**config.mk**
```make
export PLATFORM = sky130hd
export DESIGN_NAME = cell_mii_port
export DESIGN_NICKNAME = d
export VERILOG_FILES = /design/src/rtl/cell_port_pkg.sv /design/src/rtl/cell_mii_port.sv
export SDC_FILE = /design/constraint.sdc
export NUM_CORES = 1
export LEC_CHECK = 0
export ABC_AREA = 0
export BUFFER_PORTS_ARGS = -buffer_cell sky130_fd_sc_hd__buf_2
export CORE_MARGIN = 10
export CORE_UTILIZATION = 34
export DETAILED_ROUTE_END_ITERATION = 10
export PLACE_DENSITY_LB_ADDON = 0.25
export SLEW_MARGIN = 20
export SYNTH_ARGS = -nofsm -noshare
export SYNTH_HDL_FRONTEND = slang
export SYNTH_SLANG_ARGS = --single-unit
```
**constraint.sdc**
```tcl
create_clock -name clk -period 2.9 [get_ports clk]
set_input_delay 0.87 -clock clk [delete_from_list [all_inputs] [get_ports clk]]
set_output_delay 0.87 -clock clk [all_outputs]
set_load 0.01 [all_outputs]
```
**src/rtl/cell_port_pkg.sv**
```systemverilog
/*
 Shared constants, enumerations and carriers for the cell and frame port.
 Assumes a single 100 MHz clock domain and an active-low asynchronous reset.
*/
package cell_port_pkg;
  localparam int unsigned cell_bytes = 53;
  localparam logic [5:0] cell_last_idx = 6'h34;
  localparam logic [7:0] idle_header_byte = 8'h00;
  localparam logic [7:0] idle_last_header = 8'h01;
  localparam logic [5:0] idle_last_hdr_idx = 6'h03;
  localparam logic [7:0] idle_payload_byte = 8'h6a;
  localparam int unsigned sub_block_lsb = 0;
  localparam int unsigned sub_block_msb = 4;
  localparam int unsigned section_bit = 5;
  localparam logic section_transmit = 1'b0;
  localparam logic section_receive = 1'b1;

  typedef enum logic [1:0] {
    mode_utopia_slave,
    mode_utopia_master,
    mode_mii
  } port_mode_e;

  typedef enum logic [1:0] {
    mii_idle,
    mii_frame,
    mii_broken
  } mii_state_e;

  typedef struct packed {
    logic [7:0] data;
    logic first;
  } octet_s;

  typedef struct packed {
    logic [4:0] sub_block;
    logic section;
  } dma_id_s;
endpackage

```
**src/rtl/cell_mii_port.sv**
```systemverilog
/*
 Cell and frame port of fast_comm_controller_one: UTOPIA slave and master receive
 and transmit octet paths, MII receive status decode, and the serial_dma_unit
 module identifier with transfer error capture.
 Assumes all port pins are synchronous to clk; the receive bus wire is resolved
 outside from rx_data_o and rx_data_oe.
*/
// What this block does
// [RQ1] Slave role: assert receive start-of-cell with the first cell byte on the bus.
// [RQ2] MII: the PHY asserts receive-valid while valid receive data is presented.
// [RQ3] MII: carrier sense without receive-valid is a broken header, not frame data.
// [RQ4] Slave role: drive cell-available only when one complete cell is ready.
// [RQ5] Master role: the PHY drives cell-available when it holds a complete cell.
// [RQ6] Master direct polling: the same pin is PHY 0 cell-available, sampled here.
// [RQ7] MII: the PHY asserts receive-error to flag a receive error.
// [RQ8] Transmit octets go out on eight bits, bit 0 least significant.
// [RQ9] With nothing queued, idle cells fill the transmit bus.
// [RQ10] Every cell across the octet buses is exactly 53 bytes from start-of-cell.
// [RQ11] Output a six-bit identifier of the controller using the serial DMA.
// [RQ12] Identifier bits 0 to 4 carry the active controller's sub-block code.
// [RQ13] Identifier bit 5 is 0 for transmit section, 1 for receive section.
// [RQ14] Capture the identifier of a failing transfer into the error register.
// [RQ15] Receive enable in a cycle makes the bus valid in the next cycle.
// [RQ16] Drive the receive octet bus only in the cycle after receive enable is asserted.
// [RQ17] All handshake and data signals are driven and sampled on rising clk; rx_enable_o_n and tx_src_ready are combinational from rx_clav_i and tx_enable_n.
`timescale 1ns/100ps
module cell_mii_port
  import cell_port_pkg::*;
#(
  parameter int unsigned byte_width = 8
) (
  input wire logic clk,
  input wire logic resetn,
  input wire port_mode_e mode,
  // Cell source toward the slave receive bus.
  input wire octet_s cell_in,
  input wire logic cell_in_valid,
  output logic cell_in_ready,
  input wire logic cell_in_ready_full,
  // Transmit octet source from the controller.
  input wire logic [byte_width-1:0] tx_src_data,
  input wire logic tx_src_valid,
  output logic tx_src_ready,
  // UTOPIA pins.
  input wire logic rx_enable_n,
  output logic [byte_width-1:0] rx_data_o,
  output logic rx_data_oe,
  output logic rx_soc_o,
  output logic rx_clav_o,
  input wire logic rx_clav_i,
  input wire logic [byte_width-1:0] rx_data_i,
  input wire logic rx_soc_i,
  output logic rx_enable_o_n,
  input wire logic tx_enable_n,
  output logic [byte_width-1:0] tx_data,
  output logic tx_soc,
  // Received master-role octets.
  output octet_s rx_octet,
  output logic rx_octet_valid,
  // MII receive status.
  input wire logic mii_crs,
  input wire logic mii_rx_dv,
  input wire logic mii_rx_er,
  output logic mii_frame_active,
  output logic mii_broken_header,
  output logic mii_rx_error,
  // Serial DMA identifier.
  input wire dma_id_s dma_id_in,
  input wire logic dma_fail,
  input wire logic dma_err_clear,
  output logic [5:0] dma_module_identifier,
  output dma_id_s dma_err_id,
  output logic dma_err_valid
);

  // Steps the cell byte index and wraps from the last byte back to the start-of-cell slot.
  function automatic logic [5:0] cell_step(input logic [5:0] idx);
    cell_step = (idx == cell_last_idx) ? 6'h00 : idx + 6'h01;
  endfunction

  // Two-entry buffer in the slave receive path; a paused PHY loses no byte.
  octet_s buf_reg [2];
  octet_s buf_next [2];
  logic [1:0] cnt_reg, cnt_next;
  logic buf_pop;
  // Ready ignores a pop in the same cycle. A full buffer loses a cycle of rate, but ready
  // then never depends on the enable pin.
  assign cell_in_ready = (cnt_reg != 2'h2);
  assign buf_pop = (mode == mode_utopia_slave) && !rx_enable_n && (cnt_reg != 2'h0); // [RQ15]

  always_comb begin
    buf_next = buf_reg;
    cnt_next = cnt_reg;
    if (buf_pop) begin
      buf_next[0] = buf_reg[1];
      cnt_next = cnt_next - 2'h1;
    end
    if (cell_in_valid && cell_in_ready) begin
      buf_next[cnt_next[0]] = cell_in;
      cnt_next = cnt_next + 2'h1;
    end
  end

  always_ff @(posedge clk or negedge resetn) begin // [RQ17]
    if (!resetn) begin
      buf_reg[0] <= '0;
      buf_reg[1] <= '0;
      cnt_reg <= 2'h0;
    end else begin
      buf_reg <= buf_next;
      cnt_reg <= cnt_next;
    end
  end

  // Slave receive pins: bus driven the cycle after enable is seen low.
  // An enable that finds the buffer empty still drives the bus, with stale data and no
  // start-of-cell, so the source must raise cell-available only for whole cells.
  logic [7:0] rxo_reg, rxo_next;
  logic soc_reg, soc_next, oe_reg, oe_next, clav_reg, clav_next;
  always_comb begin
    rxo_next = rxo_reg;
    soc_next = 1'b0;
    oe_next = (mode == mode_utopia_slave) && !rx_enable_n; // [RQ16]
    clav_next = (mode == mode_utopia_slave) && cell_in_ready_full; // [RQ4]
    if (buf_pop) begin
      rxo_next = buf_reg[0].data;
      soc_next = buf_reg[0].first; // [RQ1]
    end
  end

  always_ff @(posedge clk or negedge resetn) begin
    if (!resetn) begin
      rxo_reg <= 8'h00;
      soc_reg <= 1'b0;
      oe_reg <= 1'b0;
      clav_reg <= 1'b0;
    end else begin
      rxo_reg <= rxo_next;
      soc_reg <= soc_next;
      oe_reg <= oe_next;
      clav_reg <= clav_next;
    end
  end
  assign rx_data_o = rxo_reg;
  assign rx_data_oe = oe_reg;
  assign rx_soc_o = soc_reg && oe_reg;
  assign rx_clav_o = clav_reg;

  // Master receive: enable while PHY 0 shows cell-available, sample one cycle later.
  // Enable is not registered: lagging a cycle behind cell-available would pull a stray
  // octet from a PHY that has already finished its cell.
  logic en_now, samp_reg, samp_next, rv_reg, rv_next;
  octet_s ro_reg, ro_next;
  assign en_now = (mode == mode_utopia_master) && rx_clav_i; // [RQ5] [RQ6]
  always_comb begin
    samp_next = en_now; // [RQ15]
    rv_next = samp_reg;
    ro_next = ro_reg;
    if (samp_reg) begin
      ro_next.data = rx_data_i;
      ro_next.first = rx_soc_i;
    end
  end

  always_ff @(posedge clk or negedge resetn) begin
    if (!resetn) begin
      samp_reg <= 1'b0;
      rv_reg <= 1'b0;
      ro_reg <= '0;
    end else begin
      samp_reg <= samp_next;
      rv_reg <= rv_next;
      ro_reg <= ro_next;
    end
  end
  assign rx_enable_o_n = !en_now;
  assign rx_octet = ro_reg;
  assign rx_octet_valid = rv_reg;

  // Transmit: 53-byte cells, idle cells when the source has nothing whole.
  // Real or idle is chosen once, at the start-of-cell slot; a source that runs dry
  // in mid-cell is not covered and must supply all bytes of a real cell.
  logic [5:0] tidx_reg, tidx_next;
  logic idle_reg, idle_next, tsoc_reg, tsoc_next;
  logic [7:0] txd_reg, txd_next;
  logic tx_go;
  assign tx_go = (mode != mode_mii) && !tx_enable_n;
  // Ready pulses for each byte of a real cell and stays low through an idle cell.
  assign tx_src_ready = tx_go && !((tidx_reg == 6'h00) ? !tx_src_valid : idle_reg);

  always_comb begin
    tidx_next = tidx_reg;
    idle_next = idle_reg;
    txd_next = txd_reg;
    tsoc_next = 1'b0;
    if (tx_go) begin
      if (tidx_reg == 6'h00) begin
        idle_next = !tx_src_valid; // [RQ9]
        tsoc_next = 1'b1;
      end
      if ((tidx_reg == 6'h00) ? tx_src_valid : !idle_reg) begin
        txd_next = tx_src_data; // [RQ8]
      end else if (tidx_reg < idle_last_hdr_idx) begin
        txd_next = idle_header_byte;
      end else if (tidx_reg == idle_last_hdr_idx) begin
        txd_next = idle_last_header;
      end else begin
        txd_next = idle_payload_byte;
      end
      tidx_next = cell_step(tidx_reg); // [RQ10]
    end
  end

  always_ff @(posedge clk or negedge resetn) begin
    if (!resetn) begin
      tidx_reg <= 6'h00;
      idle_reg <= 1'b1;
      tsoc_reg <= 1'b0;
      txd_reg <= 8'h00;
    end else begin
      tidx_reg <= tidx_next;
      idle_reg <= idle_next;
      tsoc_reg <= tsoc_next;
      txd_reg <= txd_next;
    end
  end
  assign tx_data = txd_reg;
  assign tx_soc = tsoc_reg;

  // MII receive status decode.
  // Receive-valid outranks carrier sense, so carrier alone marks a broken header.
  // The flags follow the pins one cycle late and are not held.
  mii_state_e mii_reg, mii_next;
  logic er_reg, er_next;
  always_comb begin
    mii_next = mii_idle;
    er_next = 1'b0;
    if (mode == mode_mii) begin
      if (mii_rx_dv) begin
        mii_next = mii_frame; // [RQ2]
      end else if (mii_crs) begin
        mii_next = mii_broken; // [RQ3]
      end
      er_next = mii_rx_er; // [RQ7]
    end
  end

  always_ff @(posedge clk or negedge resetn) begin
    if (!resetn) begin
      mii_reg <= mii_idle;
      er_reg <= 1'b0;
    end else begin
      mii_reg <= mii_next;
      er_reg <= er_next;
    end
  end

  always_comb begin
    mii_frame_active = 1'b0;
    mii_broken_header = 1'b0;
    case (mii_reg)
      mii_frame: mii_frame_active = 1'b1;
      mii_broken: mii_broken_header = 1'b1;
      default: mii_frame_active = 1'b0;
    endcase
  end
  assign mii_rx_error = er_reg;

  // Serial DMA identifier and first-error capture; a new failure wins over clear.
  // The identifier is registered so that it only changes on clock edges.
  // The error register keeps the first failure until software clears it.
  dma_id_s id_reg, id_next, eid_reg, eid_next;
  logic ev_reg, ev_next;
  always_comb begin
    id_next = dma_id_in; // [RQ12] [RQ13]
    eid_next = eid_reg;
    ev_next = ev_reg && !dma_err_clear;
    if (dma_fail && (!ev_reg || dma_err_clear)) begin
      eid_next = dma_id_in; // [RQ14]
      ev_next = 1'b1;
    end
  end

  always_ff @(posedge clk or negedge resetn) begin
    if (!resetn) begin
      id_reg <= '0;
      eid_reg <= '0;
      ev_reg <= 1'b0;
    end else begin
      id_reg <= id_next;
      eid_reg <= eid_next;
      ev_reg <= ev_next;
    end
  end
  always_comb begin
    dma_module_identifier = '0;
    dma_module_identifier[sub_block_msb:sub_block_lsb] = id_reg.sub_block; // [RQ11]
    dma_module_identifier[section_bit] = id_reg.section;
  end
  assign dma_err_id = eid_reg;
  assign dma_err_valid = ev_reg;

endmodule // cell_mii_port

```
== Word-level counts from Yosys, hierarchy flattened ==
Index checks and enable logic that the tools add are counted.
Cells by class
  add/sub/neg operators: 3
  $lt $le $gt $ge: 3
  equality and inequality tests: 8
  mux-type cells: 23
  bitwise logic cells: 1
  reductions and logical operators: 23
Operators with widths (count)
  $bwmux W18: 1
  $mux W18: 1
  $mux W9: 2
  $mux W7: 2
  $logic_and A1 B1 Y1: 11
  $mux W2: 5
  $demux W9 S1: 1
  $mux W1: 9
  $logic_not A1 Y1: 8
  $mux W8: 1
  $add A6 B1 Y6 const B: 1
  $eq A6 B2 Y1 const B: 1
  $eq A6 B6 Y1 const B: 1
  $logic_not A6 Y1: 1
  $lt A6 B2 Y1 const B: 1
  $mux W6: 1
  $eq A2 B1 Y1 const B: 2
  $eq A2 B2 Y1 const B: 2
  $ne A2 B2 Y1 const B: 2
  $add A2 B1 Y2 const B: 1
  $ge A2 B2 Y1 const B: 1
  $logic_not A2 Y1: 1
  $lt A2 B1 Y1 const B: 1
  $not A1 Y2: 1
  3 further kinds: 3
Word-level totals
  register bits: 74
  input port bits: 47
  output and inout bits: 49

== Logic depth before layout (Yosys ltp) ==
  word-level depth: 11
  mapped depth: 8
  mapped depth without buffers: 6

== Worst setup path before layout ==
OpenSTA, ideal clock, no wires.
  kind: input port to flip-flop
  start point: input port mode[0]
  end point: register with a tool-made name
  setup time: 0.125 ns
  data arrival time: 2.513 ns
  required time: 2.775 ns
  setup slack: 0.262 ns
  cell stages on the path: 6
  cells stage by stage: nor4_4 > buf_2 > xnor2_1 > ha_1 > clkbuf_1 > mux2_2
RTL lines
  start: declaration: RTL line cell_mii_port.sv:34  | input wire port_mode_e mode,

== Worst setup path in the final report ==
  start point: register tidx_reg[2]
  end point: output port tx_src_ready
Between the ends
  word-level cells in the longest chain between the ends: 4
Ends and longest elaborated chain
  start: declaration: RTL line cell_mii_port.sv:183  | logic [5:0] tidx_reg, tidx_next;
  start signal: assignment: RTL line cell_mii_port.sv:221  | tidx_reg <= tidx_next;
  $logic_not A6 Y1: RTL line cell_mii_port.sv:189  | assign tx_src_ready = tx_go && !((tidx_reg == 6'h00) ? !tx_src_valid : idle_reg);
  $mux W1
  $logic_not A1 Y1: RTL line cell_mii_port.sv:189
  $logic_and A1 B1 Y1: RTL line cell_mii_port.sv:189
  end: declaration: RTL line cell_mii_port.sv:43  | output logic tx_src_ready,
Every way passes these cells.

==> results.json <==
{
  "clock_insertion_delay_worst_skew_ns": 0.35,
  "cts_buffer_depth": 2,
  "leakage_nw": 1.83,
  "skew_ns": 0.00942,
  "yosysSeqAreaShare": 0.603,
  "die_x_um": 115,
  "max_slew_margin": 0.711,
  "track_usage": 0.103,
  "final_util": 0.444,
  "gr-total-overflow": 0,
  "yosysUniqueCellTypes": 43,
  "slowest_stage": "dfrtp_1",
  "hpwlAfterDp_mm": 5.02,
  "yosysTopAreaCell": "dfrtp_1",
  "crit_path_end_kind": "output port",
  "syn_nets": 274,
  "drive_gt1_frac": 0.502,
  "wl_mm": 6.64,
  "grt_pass1_vias": 2148,
  "cp_max_fo": 6,
  "drt_iter0_drc": 58,
  "place_ws_ns": 0.319,
  "cts.sinks": 74,
  "synth.avg_cell_area_um2": 13.8,
  "clock.fmax_mhz": 376,
  "crit_arrival_ns": 1.79,
  "synth_ff_type": "dfrtp_1",
  "cts_root_buf": "clkbuf_8",
  "start_util": 0.351,
  "h-tree-depth": 3,
  "multi_input_area_um2": 1150,
  "drt_first_pass_iters": 3,
  "post_cts_buffers": 0,
  "finalSetupTns_ns": 0,
  "nNetsFinal": 379,
  "num_rows": 34,
  "status": "completed",
  "startpoint_type": "flip-flop",
  "grt_setup_unrepaired": "false",
  "vias": 2013,
  "min_period_ns": 2.66,
  "power_mw": 3.47,
  "ant_nets": 0,
  "die_y_um": 115,
  "portBuffers": 95,
  "power_density_nw_per_um2": 891,
  "post_cts_resized": 0,
  "fin_ws_ns": 0.244,
  "swShare": 0.326,
  "viasPerCell": 4.59,
  "grt_max_degree": 44,
  "netlist_area_um2": 3070,
  "synth_edf_count": 0,
  "cpPeakStageDelay_ns": 0.46,
  "worstSetupPathType": "reg -> out",
  "hold_class": "in -> async",
  "yosysWarnings": 0,
  "synthCells": 222,
  "fin_crit_sh": 0.916,
  "vdd_ir_drop_max_mv": 0.295,
  "fillCellCount": 832,
  "regArea_um2": 1850,
  "io-pin-count": 96,
  "power.clock.fraction": 0.226,
  "wire_per_inst_um": 15.1,
  "setup_viol": 0,
  "cts_hold_buffers": 0,
  "synthArstFlopShare": 1.00,
  "p_seq_frac": 0.459,
  "tightestPinTransition_ns": 0.434,
  "antenna_found_initial": 0,
  "p_switching_mw": 1.13,
  "core_um2": 8760,
  "pwr-share-comb": 0.316,
  "drc": 0,
  "crit_chain": "nor4_4 > nand3_1 > a21oi_4 > buf_2",
  "maxCapViolCount": 0,
  "clk_pin_slew_worst_paths_ns": 0.08,
  "gp_congestion": 0.772,
  "cts_buffers": 9,
  "synth.area.top_cells": "dfrtp_1, mux2_2, mux2i_1",
  "area_growth_pct": 26.6,
  "worstPathRequired_ns": 2.03,
  "grt_pass1_wl_mm": 10.8,
  "die_area_um2": 13200,
  "diodes": 0,
  "ys_ff_latch": 74,
  "synth_top_area_frac": 0.594,
  "p_int_mw": 2.34,
  "cts_tree": "yes",
  "finalMaxSlewViolations": 0,
  "report.final.hold_viol_count": 0
}
## area by class of cell
| class | instances | share of cell area |
|---|---|---|
| sequential | 74 | 0.476 |
| clock inverter | 6 | 0.0174 |
| clock buffer | 9 | 0.0318 |
| inverter | 7 | 0.00675 |
| multi-input combinational | 134 | 0.295 |
| timing repair buffer | 101 | 0.138 |
| tap | 108 | 0.0347 |
## path summary, 6_finish.rpt
check	endpoint	startpoint	cells after the start	slack, ns
setup / recovery	tx_src_ready	tidx_reg[2]	4	0.24
min in group clk	rx_data_o[7]	rx_data_o[7]	1	0.50
setup reg to reg	buf_reg[9]	cnt_reg[0]	8	0.81
hold / removal	dma_module_identifier[3]	resetn	1	0.44
hold reg to reg	rx_data_o[7]	rx_data_o[7]	1	0.50
max in group asynchronous	rx_clav_o	resetn	2	1.87
## cells in the mapped netlist (2+ instances only)
master and n:
a21oi_1 2, a21oi_2 9, a221o_1 4, a22o_1 3, and2_1 4, and3_1 2, and3b_1 2, buf_2 2
buf_4 2, clkbuf_1 2, dfrtp_1 73, ha_1 5, inv_1 7, mux2_2 32, mux2i_1 10, nand2_1 7
nand2b_1 2, nand3b_1 2, nor2_1 14, nor2_2 2, nor2b_1 4, nor3b_1 3, nor4_4 2, nor4b_1 3
xnor2_1 6
## cell families (layout without fill, tap and decap cells)
| group | count (synthesis) | in the layout | synth area share |
|---|---|---|---|
| muxes | 43 | 43 | 0.154 |
| DFF | 74 | 74 | 0.603 |
| buffers and inverters | 14 | 123 | 0.0228 |
| AOI/OAI and AO/OA | 26 | 26 | 0.0721 |
| and+or+nand+nor | 54 | 54 | 0.110 |
| xor gates and xnor gates | 6 | 6 | 0.0171 |
| adders and majority gates | 5 | 5 | 0.0204 |
## power groups by stage
stage / Sequential, mW / Clock (mW) / Combinational, mW
2_1_floorplan: 1.64 / 0 / 0.693
3_3_place_gp: 1.60 / 0 / 1.09
3_5_place_dp: 1.61 / 0 / 1.12
4_1_cts: 1.60 / 0.816 / 1.12
5_1_grt: 1.64 / 0.865 / 1.21
6_report: 1.59 / 0.782 / 1.09
## layer usage
layer	track usage	vias to the layer above	share of wire
met5	0	-	0
met4	0.0668	0	0.025
met3	0.0401	12	0.081
met2	0.152	55	0.48
met1	0.123	959	0.42
li1	-	987	-
## through the flow
stage | std cells | area [µm²] | hold slack (ns)
2_1_floorplan | 222 | 3070 | 0.352
3_3_place_gp | 424 | 3700 | 0.483
3_5_place_dp | 424 | 3700 | 0.486
4_1_cts | 439 | 3890 | 0.453
5_1_grt | 439 | 3890 | 0.459
6_report | 439 | 3890 | 0.445
## cells in the final DEF (no fill, tap or decap), types with 6 or more instances in the layout
cell / n
clkbuf_8: 9
nor2_1: 14
buf_2: 94
nand2_1: 7
mux2_2: 32
buf_4: 6
xnor2_1: 6
a21oi_2: 9
inv_1: 7
dfrtp_1: 73
mux2i_1: 10
## worst max-delay path, delay by kind of cell (launching register included)
| kind | cells | cell delay, ns |
|---|---|---|
| AOI/OAI and AO/OA | 1 | 0.19 |
| DFF | 1 | 0.46 |
| and+or+nand+nor | 2 | 0.64 |
| buffers and inverters | 1 | 0.15 |
No activity file was read; power rests on OpenSTA's default activity.
